## src/rtl/sfuc_pkg.sv

```systemverilog
// constants and types of the serial flash update commander
// assumes one core clock; the byte-level serial channel sits outside

package sfuc_pkg;

  // ==========================================================
  // command and reply bytes
  localparam logic [7:0] CMD_SESSION_OPEN   = 8'h55;
  localparam logic [7:0] CMD_FLASH_READ     = 8'haa;
  localparam logic [7:0] CMD_ERASE          = 8'h77;
  localparam logic [7:0] CMD_PROGRAM        = 8'h88;
  localparam logic [7:0] SESSION_CLOSE_CMD  = 8'h99;
  localparam logic [7:0] SUCCESS_REPLY      = 8'h00;
  localparam logic [7:0] FAILURE_REPLY      = 8'h01;
  localparam logic [7:0] SEND_REQUEST_REPLY = 8'h11;

  // ==========================================================
  // flash geometry and field sizes
  localparam int          PAGE_BYTES     = 256;
  localparam logic [7:0]  PAD_BYTE       = 8'hff;
  localparam logic [31:0] PROG_ADDR_LO   = 32'h0000_2000;
  localparam logic [31:0] FLASH_ADDR_HI  = 32'h0007_ffff;
  localparam logic [32:0] PROG_END_MAX   = 33'h0_0008_0000;
  localparam logic [15:0] MASK_BAD_BITS  = 16'hf001;
  localparam logic [2:0]  MASK_LAST_BYTE = 3'h1;
  localparam logic [2:0]  HDR_LAST_BYTE  = 3'h7;

  // ==========================================================
  // serial line timing: 8 data, no parity, 1 stop
  localparam int         BAUD_BPS      = 9600;
  localparam int         PERIPH_CLK_HZ = 40_000_000;
  localparam logic [7:0] BIT_RATE_DIV  =
    8'(PERIPH_CLK_HZ / (32 * BAUD_BPS) - 1);

  // ==========================================================
  // sequencer states
  typedef enum logic [4:0] {
    ST_WAIT_WE, ST_IDLE, ST_SESSION, ST_MASK, ST_ECHK, ST_ERASE,
    ST_PHDR, ST_PCHK, ST_PDATA, ST_PFILL, ST_PWRITE,
    ST_RHDR, ST_RCHK, ST_RREQ, ST_RWAIT, ST_SEND, ST_HALT
  } sfuc_state_t;

endpackage

```

## src/rtl/sfuc_commander.sv

```systemverilog
// byte command interpreter for field update of the on-chip flash
// assumes a byte-wide serial channel outside (rx strobe, tx handshake)
// and a flash engine that erases, programs pages and reads bytes
//
// Overview of operation
// - 55 opens session, AA requests read
// - in session: 77 erase, 88 program, 99 close
// - replies: 00 success, 01 failure, 11 request
// - wait write enable, then one request
// - program or erase failure: reply, halt forever
// - session open answered with a request
// - zero, bit0 or bits15-12 mask: fail, halt
// - erase finished: reply success
// - request before program data is sent
// - write per 256 bytes, pad short page
// - request after each page until size met
// - size reached: reply success
// - close command returns to top-level idle
// - read: request, eight header bytes, stream data
// - read address beyond flash: fail, halt
// - never program or erase the boot block
// - 9600 baud 8N1, divisor 129 at 40MHz
// - data staged in a 256-byte buffer

`timescale 1ns/1ns

module sfuc_commander
  import sfuc_pkg::*;
#(
  parameter int PAGE = sfuc_pkg::PAGE_BYTES,
  parameter int IW   = $clog2(PAGE)
) (
  input  wire logic          core_clk,
  input  wire logic          reset,
  input  wire logic          flash_write_enable_flag,
  input  wire logic          rx_valid,
  input  wire logic [7:0]    rx_data,
  input  wire logic          tx_ready,
  output logic               tx_valid,
  output logic      [7:0]    tx_data,
  output logic      [7:0]    bit_rate_divisor,
  output logic               erase_req,
  output logic      [15:0]   erase_mask,
  input  wire logic          erase_done,
  input  wire logic          erase_fail,
  output logic               prog_req,
  output logic      [31:0]   prog_addr,
  input  wire logic          prog_done,
  input  wire logic          prog_fail,
  input  wire logic [IW-1:0] page_rd_addr,
  output logic      [7:0]    page_rd_data,
  output logic               read_req,
  output logic      [31:0]   read_addr,
  input  wire logic          read_valid,
  input  wire logic [7:0]    read_data,
  output logic               halted
);

  import sfuc_pkg::*;

  sfuc_state_t   state_r, state_nxt;
  sfuc_state_t   ret_r, ret_nxt;
  logic          tx_pend_r, tx_pend_nxt;
  logic [7:0]    tx_byte_r, tx_byte_nxt;
  logic [63:0]   hdr_r, hdr_nxt;
  logic [2:0]    cnt_r, cnt_nxt;
  logic [IW-1:0] idx_r, idx_nxt;
  logic [31:0]   left_r, left_nxt;
  logic [31:0]   addr_r, addr_nxt;
  logic          ereq_r, ereq_nxt;
  logic          preq_r, preq_nxt;
  logic          rreq_r, rreq_nxt;
  logic [7:0]    div_r;
  logic          go_send;
  logic [7:0]    go_byte;
  sfuc_state_t   go_ret;
  logic          buf_we;
  logic [7:0]    buf_wd;

  // ==========================================================
  // decodes of the header and range checks
  wire [63:0] hdr_shift = {hdr_r[55:0], rx_data};
  wire [15:0] mask_w    = hdr_r[15:0];
  wire        mask_bad  = (mask_w == 16'h0000) ||
                          ((mask_w & MASK_BAD_BITS) != 16'h0000);
  wire [31:0] hdr_addr  = hdr_r[63:32];
  wire [31:0] hdr_size  = hdr_r[31:0];
  wire [32:0] prog_end  = {1'b0, hdr_addr} + {1'b0, hdr_size};
  wire        prog_bad  = (hdr_addr < PROG_ADDR_LO) ||
                          (prog_end > PROG_END_MAX);
  wire        read_bad  = hdr_addr > FLASH_ADDR_HI;
  wire        idx_last  = &idx_r;

  // ==========================================================
  // sequencer next state
  always_comb
  begin
    state_nxt   = state_r;
    ret_nxt     = ret_r;
    tx_pend_nxt = tx_pend_r;
    tx_byte_nxt = tx_byte_r;
    hdr_nxt     = hdr_r;
    cnt_nxt     = cnt_r;
    idx_nxt     = idx_r;
    left_nxt    = left_r;
    addr_nxt    = addr_r;
    ereq_nxt    = 1'b0;
    preq_nxt    = 1'b0;
    rreq_nxt    = 1'b0;
    go_send     = 1'b0;
    go_byte     = SUCCESS_REPLY;
    go_ret      = ST_IDLE;
    buf_we      = 1'b0;
    buf_wd      = rx_data;
    case (state_r)
      ST_WAIT_WE:
        if (flash_write_enable_flag)
        begin
          go_send = 1'b1;
          go_byte = SEND_REQUEST_REPLY;
        end
      ST_IDLE:
        if (rx_valid && rx_data == CMD_SESSION_OPEN)
        begin
          go_send = 1'b1;
          go_byte = SEND_REQUEST_REPLY;
          go_ret  = ST_SESSION;
        end
        else if (rx_valid && rx_data == CMD_FLASH_READ)
        begin
          go_send = 1'b1;
          go_byte = SEND_REQUEST_REPLY;
          go_ret  = ST_RHDR;
          cnt_nxt = '0;
        end
      // other bytes fall through and are dropped
      ST_SESSION:
        if (rx_valid)
        begin
          cnt_nxt = '0;
          if (rx_data == CMD_ERASE)
            state_nxt = ST_MASK;
          else if (rx_data == CMD_PROGRAM)
            state_nxt = ST_PHDR;
          else if (rx_data == SESSION_CLOSE_CMD)
            state_nxt = ST_IDLE;
        end
      ST_MASK:
        if (rx_valid)
        begin
          hdr_nxt = hdr_shift;
          cnt_nxt = cnt_r + 3'h1;
          if (cnt_r == MASK_LAST_BYTE)
            state_nxt = ST_ECHK;
        end
      ST_ECHK:
        // block 0 bit rejected with the other illegal bits
        if (mask_bad)
        begin
          go_send = 1'b1;
          go_byte = FAILURE_REPLY;
          go_ret  = ST_HALT;
        end
        else
        begin
          ereq_nxt  = 1'b1;
          state_nxt = ST_ERASE;
        end
      ST_ERASE:
        if (erase_done)
        begin
          go_send = 1'b1;
          go_byte = erase_fail ? FAILURE_REPLY : SUCCESS_REPLY;
          go_ret  = erase_fail ? ST_HALT : ST_SESSION;
        end
      ST_PHDR, ST_RHDR:
        if (rx_valid)
        begin
          hdr_nxt = hdr_shift;
          cnt_nxt = cnt_r + 3'h1;
          if (cnt_r == HDR_LAST_BYTE)
            state_nxt = (state_r == ST_PHDR) ? ST_PCHK : ST_RCHK;
        end
      ST_PCHK:
      begin
        addr_nxt = hdr_addr;
        left_nxt = hdr_size;
        idx_nxt  = '0;
        go_send  = 1'b1;
        if (prog_bad)
        begin
          go_byte = FAILURE_REPLY;
          go_ret  = ST_HALT;
        end
        else if (hdr_size == 32'h0)
          go_ret = ST_SESSION;
        else
        begin
          go_byte = SEND_REQUEST_REPLY;
          go_ret  = ST_PDATA;
        end
      end
      ST_PDATA:
        if (rx_valid)
        begin
          buf_we   = 1'b1;
          idx_nxt  = idx_r + 1'b1;
          left_nxt = left_r - 32'h1;
          if (idx_last)
          begin
            preq_nxt  = 1'b1;
            state_nxt = ST_PWRITE;
          end
          else if (left_r == 32'h1)
            state_nxt = ST_PFILL;
        end
      ST_PFILL:
      begin
        // pad rest of a short page so the whole unit is defined
        buf_we  = 1'b1;
        buf_wd  = PAD_BYTE;
        idx_nxt = idx_r + 1'b1;
        if (idx_last)
        begin
          preq_nxt  = 1'b1;
          state_nxt = ST_PWRITE;
        end
      end
      ST_PWRITE:
        if (prog_done)
        begin
          addr_nxt = addr_r + 32'(PAGE);
          go_send  = 1'b1;
          if (prog_fail)
          begin
            go_byte = FAILURE_REPLY;
            go_ret  = ST_HALT;
          end
          else if (left_r == 32'h0)
            go_ret = ST_SESSION;
          else
          begin
            go_byte = SEND_REQUEST_REPLY;
            go_ret  = ST_PDATA;
          end
        end
      ST_RCHK:
      begin
        addr_nxt = hdr_addr;
        left_nxt = hdr_size;
        if (read_bad)
        begin
          go_send = 1'b1;
          go_byte = FAILURE_REPLY;
          go_ret  = ST_HALT;
        end
        else if (hdr_size == 32'h0)
          state_nxt = ST_IDLE;
        else
          state_nxt = ST_RREQ;
      end
      ST_RREQ:
      begin
        rreq_nxt  = 1'b1;
        state_nxt = ST_RWAIT;
      end
      ST_RWAIT:
        if (read_valid)
        begin
          addr_nxt = addr_r + 32'h1;
          left_nxt = left_r - 32'h1;
          go_send  = 1'b1;
          go_byte  = read_data;
          go_ret   = (left_r == 32'h1) ? ST_IDLE : ST_RREQ;
        end
      ST_SEND:
        if (tx_ready)
        begin
          tx_pend_nxt = 1'b0;
          state_nxt   = ret_r;
        end
      ST_HALT:
        state_nxt = ST_HALT;
      default:
        state_nxt = ST_WAIT_WE;
    endcase
    // every reply goes through one send stage, one byte at a time
    if (go_send)
    begin
      tx_pend_nxt = 1'b1;
      tx_byte_nxt = go_byte;
      ret_nxt     = go_ret;
      state_nxt   = ST_SEND;
    end
  end

  // ==========================================================
  // sequencer registers
  always_ff @(posedge core_clk)
  begin
    if (reset)
    begin
      state_r   <= ST_WAIT_WE;
      ret_r     <= ST_IDLE;
      tx_pend_r <= 1'b0;
      tx_byte_r <= 8'h00;
      hdr_r     <= 64'h0;
      cnt_r     <= 3'h0;
      idx_r     <= '0;
      left_r    <= 32'h0;
      addr_r    <= 32'h0;
      ereq_r    <= 1'b0;
      preq_r    <= 1'b0;
      rreq_r    <= 1'b0;
    end
    else
    begin
      state_r   <= state_nxt;
      ret_r     <= ret_nxt;
      tx_pend_r <= tx_pend_nxt;
      tx_byte_r <= tx_byte_nxt;
      hdr_r     <= hdr_nxt;
      cnt_r     <= cnt_nxt;
      idx_r     <= idx_nxt;
      left_r    <= left_nxt;
      addr_r    <= addr_nxt;
      ereq_r    <= ereq_nxt;
      preq_r    <= preq_nxt;
      rreq_r    <= rreq_nxt;
    end
  end

  // line divisor for the external serial channel
  always_ff @(posedge core_clk)
  begin
    if (reset)
      div_r <= 8'h00;
    else
      div_r <= BIT_RATE_DIV;
  end

  // ==========================================================
  // staging buffer, drained by the flash engine
  sfuc_page_mem #(
    .DEPTH (PAGE),
    .WIDTH (8)
  ) u_page_staging_buffer (
    .core_clk  (core_clk),
    .reset     (reset),
    .wr_en     (buf_we),
    .wr_addr   (idx_r),
    .wr_data   (buf_wd),
    .rd_addr   (page_rd_addr),
    .rd_data_r (page_rd_data)
  );

  // outputs
  assign tx_valid         = tx_pend_r;
  assign tx_data          = tx_byte_r;
  assign bit_rate_divisor = div_r;
  assign erase_req        = ereq_r;
  assign erase_mask       = mask_w;
  assign prog_req         = preq_r;
  assign prog_addr        = addr_r;
  assign read_req         = rreq_r;
  assign read_addr        = addr_r;
  assign halted           = (state_r == ST_HALT);
endmodule

```

## src/rtl/sfuc_page_mem.sv

```systemverilog
// byte memory used as the page staging buffer
// assumes one writer and one reader on the same clock

`timescale 1ns/1ns

module sfuc_page_mem #(
  parameter int DEPTH = 256,
  parameter int WIDTH = 8,
  parameter int AW    = $clog2(DEPTH)
) (
  input  wire logic             core_clk,
  input  wire logic             reset,
  input  wire logic             wr_en,
  input  wire logic [AW-1:0]    wr_addr,
  input  wire logic [WIDTH-1:0] wr_data,
  input  wire logic [AW-1:0]    rd_addr,
  output logic      [WIDTH-1:0] rd_data_r
);

  logic [WIDTH-1:0] mem [DEPTH];

  // ==========================================================
  // storage; no reset so it maps onto a ram macro
  always_ff @(posedge core_clk)
  begin
    if (wr_en)
      mem[wr_addr] <= wr_data;
  end

  // registered read, one cycle latency
  always_ff @(posedge core_clk)
  begin
    if (reset)
      rd_data_r <= '0;
    else
      rd_data_r <= mem[rd_addr];
  end

endmodule

```

## config.mk

```make
export PLATFORM = sky130hd
export DESIGN_NAME = sfuc_commander
export DESIGN_NICKNAME = d
export VERILOG_FILES = /design/src/rtl/sfuc_pkg.sv /design/src/rtl/sfuc_commander.sv /design/src/rtl/sfuc_page_mem.sv
export SDC_FILE = /design/constraint.sdc
export NUM_CORES = 2
export LEC_CHECK = 0
export ABC_CLOCK_PERIOD_IN_PS = 9800
export BUFFER_PORTS_ARGS = -buffer_cell sky130_fd_sc_hd__buf_2
export CAP_MARGIN = 0
export CORE_MARGIN = 5
export CORE_UTILIZATION = 50
export DETAILED_ROUTE_END_ITERATION = 10
export HOLD_SLACK_MARGIN = 0.03
export PLACE_DENSITY = 0.66
export SLEW_MARGIN = 20
export SYNTH_ARGS = -nofsm -noshare
export SYNTH_HDL_FRONTEND = slang
export SYNTH_HIERARCHICAL = 1
export SYNTH_SLANG_ARGS = --single-unit
```

## constraint.sdc

```tcl
create_clock -name core_clk -period 9.8 [get_ports core_clk]
set_input_delay 1.47 -clock core_clk [delete_from_list [all_inputs] [get_ports core_clk]]
set_output_delay 1.47 -clock core_clk [all_outputs]
set_load 0.01 [all_outputs]
```

# After elaboration in Yosys (flattened, before gate mapping)
# Memories as Yosys holds them, arrays and structs flattened. A register that Yosys moved wholly into a read port is not among the register bits.
# Cells that the tools add are included.
# W data, S select, Z words.
totals:
  register_bits: 169
  latch_bits: 0
  ramBits: 2048
  rom_bits: 0
  output_inout_bits: 109
  wordCells: 193
  n_memories: 1
memory_table:
  columns: ["memory", "depth", "width", "read_ports", "rd_clocked_by_memory_dff", "write_ports", "line_no", "source"]
  rows:
  - ["u_page_staging_buffer.mem", 256, 8, 1, 1, 1, "sfuc_page_mem.sv:20", "logic [WIDTH-1:0] mem [DEPTH];"]
classes:
  n_addsub: 6
  multipliers: 0
  div: 0
  magnitude_cmp: 3
  eq_ne: 54
  shift: 0
  n_mux: 83
  n_bitwise: 2
  n_reduce_logical: 30
op_table:
  columns: ["cell", "n"]
  rows:
  - ["$pmux W32 S3", 2]
  - ["$mux W5", 30]
  - ["$mux W32", 4]
  - ["$logic_not A32 Y1", 2]
  - ["$pmux W8 S8", 1]
  - ["$pmux W5 S11", 1]
  - ["$eq A5 B4 Y1 const B", 8]
  - ["$mux W4", 9]
  - ["$pmux W5 S7", 1]
  - ["$add A32 B32 Y33", 1]
  - ["$gt A33 B20 Y1 const B", 1]
  - ["$ne A3 B3 Y1 const B", 11]
  - ["$add A32 B1 Y32 const B", 1]
  - ["$add A32 B9 Y32 const B", 1]
  - ["$eq A32 B1 Y1 const B", 1]
  - ["$gt A32 B19 Y1 const B", 1]
  - ["$lt A32 B14 Y1 const B", 1]
  - ["$mux W8", 4]
  - ["$sub A32 B1 Y32 const B", 1]
  - ["$ne A2 B2 Y1 const B", 14]
  - ["$reduce_and A13 Y1", 2]
  - ["$eq A8 B8 Y1 const B", 3]
  - ["$pmux W8 S3", 1]
  - ["$mux W1", 22]
  - ["31 further kinds", 55]

# Depth between registers and ports, before layout
depth:
  word_depth: 7
  mapped_depth: 12
  mapped_depth_nobuf: 11

# By module
# Netlist, hierarchy kept.
modules_own_cells:
  columns: ["mod", "n_inst", "cells_per_inst", "area_per_inst_um2", "seq_area_each_um2"]
  rows:
  - ["sfuc_page_mem", 1, 4027, 80597.3, 61659.1]
  - ["sfuc_commander", 1, 1528, 10811.6, 3243.1]

# Worst setup path before layout
# No wires, ideal clock.
synth_timing:
  path_type: "input to register"
  start: "in rx_data[0]"
  end: "mem u_page_staging_buffer.mem[0][0], data pin"
  setup_ns: 0.904
  arrival_time_ns: 4.892
  t_required_ns: 8.896
  slack_ns: 4.004
  path_stages: 1
  n_path_buf: 0
  cell_sequence: "nand2b_1"
synth_between:
  elab_chain_len: 1
synth_lines:
  columns: ["item", "line_no", "source"]
  rows:
  - ["from (decl)", "sfuc_commander.sv:37", "input wire logic [7:0] rx_data,"]
  - ["$mux W8", "sfuc_commander.sv:115", "case (state_r)"]
  - ["to (decl)", "sfuc_page_mem.sv:20", null]
# Every way passes these cells.

==> metrics.cfg <==
[floorplanning]
die_w_um = 438
core_um2 = 182000
die-area_um2 = 191000
row_count = 157
start_util = 0.501
die-height_um = 438
ios = 143

[layout]
area_growth_pct = 10.3
drive_above_1_share = 0.162
fin_nets = 5688
antenna_cells = 0
post-route-cell-area_um2 = 101000

[placed_design]
dp_slack_ns = 4.18
gp_congestion = 0.944
hpwl_um = 156000
placed_cell_area_um2 = 93400
numPortBuffers = 136

[sta]
relSlewSlack = 0.179
fin_ws_ns = 5.00
drv_slew = 0
min_period_ns = 4.80
final.setup_skew_ns = 0.0642
setup_tns_ns = 0
fmax_ghz = 0.208
rsz0062_at_grt = no
max_slew.worst_pin.slew_ns = 1.22
hold_violations = 0
fin_crit_sh = 0.490
setup-violations-final = 0

[clock_network]
cts_tree = yes
htreeDepth = 4
cts_resized = 0
clock_latency_ns = 0.87
cts_made_buffers = 217
ctsHoldBuffers = 0
clk_path_buf_depth = 3
cts.reportedPaths.clkPinSlew_ns = 0.06
post-cts-setup-buffers = 0
clock-root-buffer = clkbuf_16
cts_sinks = 2218

[drt]
wl_um = 248000
drtIter0Drc = 7240
drc = 0
wire_per_inst_um = 30.3
vias_per_cell = 6.48
vias = 53000
drtPass1Iterations = 8
ant_nets = 0

[setup_path]
cp_max_fo = 66
crit_path_start = page_rd_addr[2]
crit_arrival_ns = 5.58
startpoint_type = input pin
rrSetupSlack_ns = 5.10
crit_chain = buf_4 -> buf_4 -> nand2b_4 -> o221ai_1 -> nor3_1 -> nor4_1 -> nand3_1 -> nor3_1 -> o21bai_1
r2r-start = state_r[3]
crit_type = input pin to flip-flop
crit_path_end_kind = flip-flop
cp_slowest_stage_delay_ns = 0.68
cpMaxStageDelayCell = nand2b_4
worstPathRequired_ns = 10.59

[flow_run]
max-cap-violations = 0

[grt]
grt_max_degree = 225
grt_pass1_vias = 50800
grt_usage = 0.256
grt_antenna_before_repair = 7
gr-total-overflow = 0
grt_pass1_wl_um = 360000

[synthesis]
postSynthCellCount = 5555
yosys.area_share.adder = 0.00569
synth_warnings = 6
async_reset_ff_frac = 0
synth_top_family_by_area = multiplexers
synth.distinct_cells = 106
ys_seq_area_frac = 0.710
synthXorXnorAreaFrac = 0.00163
ys_ff_latch = 2218
synth_edf_count = 2048
ys.flop_type = edfxtp_1
muxShareOfSynthArea = 0.126
synth.avg_cell_area_um2 = 16.5
yosys.area_share.simple = 0.0626
synth-compound-area-share = 0.0651
synth_area_um2 = 91400

[status]
status = complete, no violations

[pwr]
powerDensity_nw_per_um2 = 213
leakage_nw = 32.6
ir_drop_mv = 0.194

[min_path]
hold_path.class = flip-flop to flip-flop
hold_start = left_r[27]

==> placed cells by master, fill, tap and decap left out, types with 28 or more instances in the layout <==
master and instances:
dfxtp_1 170, nand3_1 81, mux4_1 31, o21ai_0 128, clkbuf_1 41, o221ai_1 78
a211oi_1 58, inv_1 28, clkbuf_16 220, nand2_1 417, clkinv_2 48, nor3_1 75
nand4_1 40, mux2i_1 324, buf_2 131, nor4_1 41, a22oi_1 65, buf_4 67
mux4_2 330, o22ai_1 114, ha_1 40, clkinv_1 47, nor2_1 484, a21oi_1 240
edfxtp_1 2048
==> cells in the mapped netlist (10+ instances only) <==
cell	number	area, µm²
and2_1	10	62.6
mux4_1	31	815
or3_1	22	138
o21ai_0	128	641
nand4_1	40	250
buf_4	70	526
nor2b_1	19	119
nor2_1	489	1840
o21ai_1	14	70.1
edfxtp_1	2048	61500
nand2b_1	16	100
buf_1	24	90.1
mux2i_1	324	3240
a211oi_1	58	435
o22ai_1	114	713
nor4_1	42	263
buf_12	18	360
buf_8	21	315
buf_6	31	349
dfxtp_1	170	3400
a31oi_1	23	144
mux4_2	330	7430
a21o_1	21	158
o221ai_1	78	683
xnor2_1	14	123
ha_1	40	500
nand3_1	82	410
inv_1	29	109
nor3_1	77	385
o31ai_1	12	90.1
buf_2	53	265
and3_1	14	87.6
clkbuf_1	159	597
o211ai_1	11	82.6
nand2_1	419	1570
a221oi_1	15	131
a21oi_1	242	1210
a22oi_1	65	488
==> critical path, delay by kind of cell <==
family	cells	cell delay, ns
buffers and inverters	2	0.97
and+or+nand+nor	5	2.29
AOI/OAI and AO/OA	2	0.74
==> sequential cells by signal (all words and copies together), names as in the netlist <==
register                         flops
bit_rate_divisor                     1
cnt_r                                3
erase_req                            1
hdr_r                               64
idx_r                                8
left_r                              32
prog_addr                           32
prog_req                             1
read_req                             1
ret_r                                5
state_r                              5
tx_data                              8
tx_valid                             1
u_page_staging_buffer/mem         2048
u_page_staging_buffer/rd_data_r      8
==> stage by stage <==
step / total power (W) / util / cells / hold WS (ns)
2_1_floorplan: 0.0126 / - / 5560 / 0.425
3_3_place_gp: 0.0132 / 0.512 / 7777 / 0.437
3_5_place_dp: 0.0132 / 0.512 / 7777 / 0.447
4_1_cts: 0.0215 / 0.552 / 8188 / 0.455
5_1_grt: 0.0222 / 0.552 / 8190 / 0.486
6_report: 0.0215 / 0.552 / 8190 / 0.455
==> metal layers <==
metal  wire (µm)  share of wire  GRT usage
met4        9460          0.038     0.0882
met5          45        0.00018          0
met1       99500           0.40      0.371
met2      112000           0.45      0.383
met3       27300           0.11     0.0616
==> final cells by class <==
class	instances	area, µm²
sequential	2218	64900
tap	2385	2980
inverter	31	119
fill	14000	81700
timing repair buffer	213	1460
clock buffer	274	5820
clock inverter	137	1470
multi-input combinational	2932	24000
==> report_power, final <==
part / internal [W] / switching (W)
logic: 0.000687 / 0.00160
registers: 0.0106 / 0.000113
clock network: 0.00479 / 0.00362
==> path summary, 6_finish.rpt <==
| path | end | cells after the start |
|---|---|---|
| worst min register to register | left_r[27] | 2 |
| worst max register to register | u_page_staging_buffer/mem[23][1] | 9 |
| worst max-delay path | u_page_staging_buffer/rd_data_r[6] | 9 |
| worst min-delay path | left_r[27] | 2 |
==> logic make-up (layout without fill, tap and decap cells) <==
| group | count (synthesis) | in the layout |
|---|---|---|
| flip-flops | 2218 | 2218 |
| AND/OR/NAND/NOR | 1286 | 1286 |
| AO/OA/AOI/OAI | 894 | 894 |
| multiplexers | 688 | 688 |
| buffers and inverters | 410 | 655 |
| adder cells (fa/ha/maj) | 41 | 41 |
| XOR/XNOR | 17 | 17 |
| other | 1 | 6 |
No activity file was read; power rests on OpenSTA's default activity.
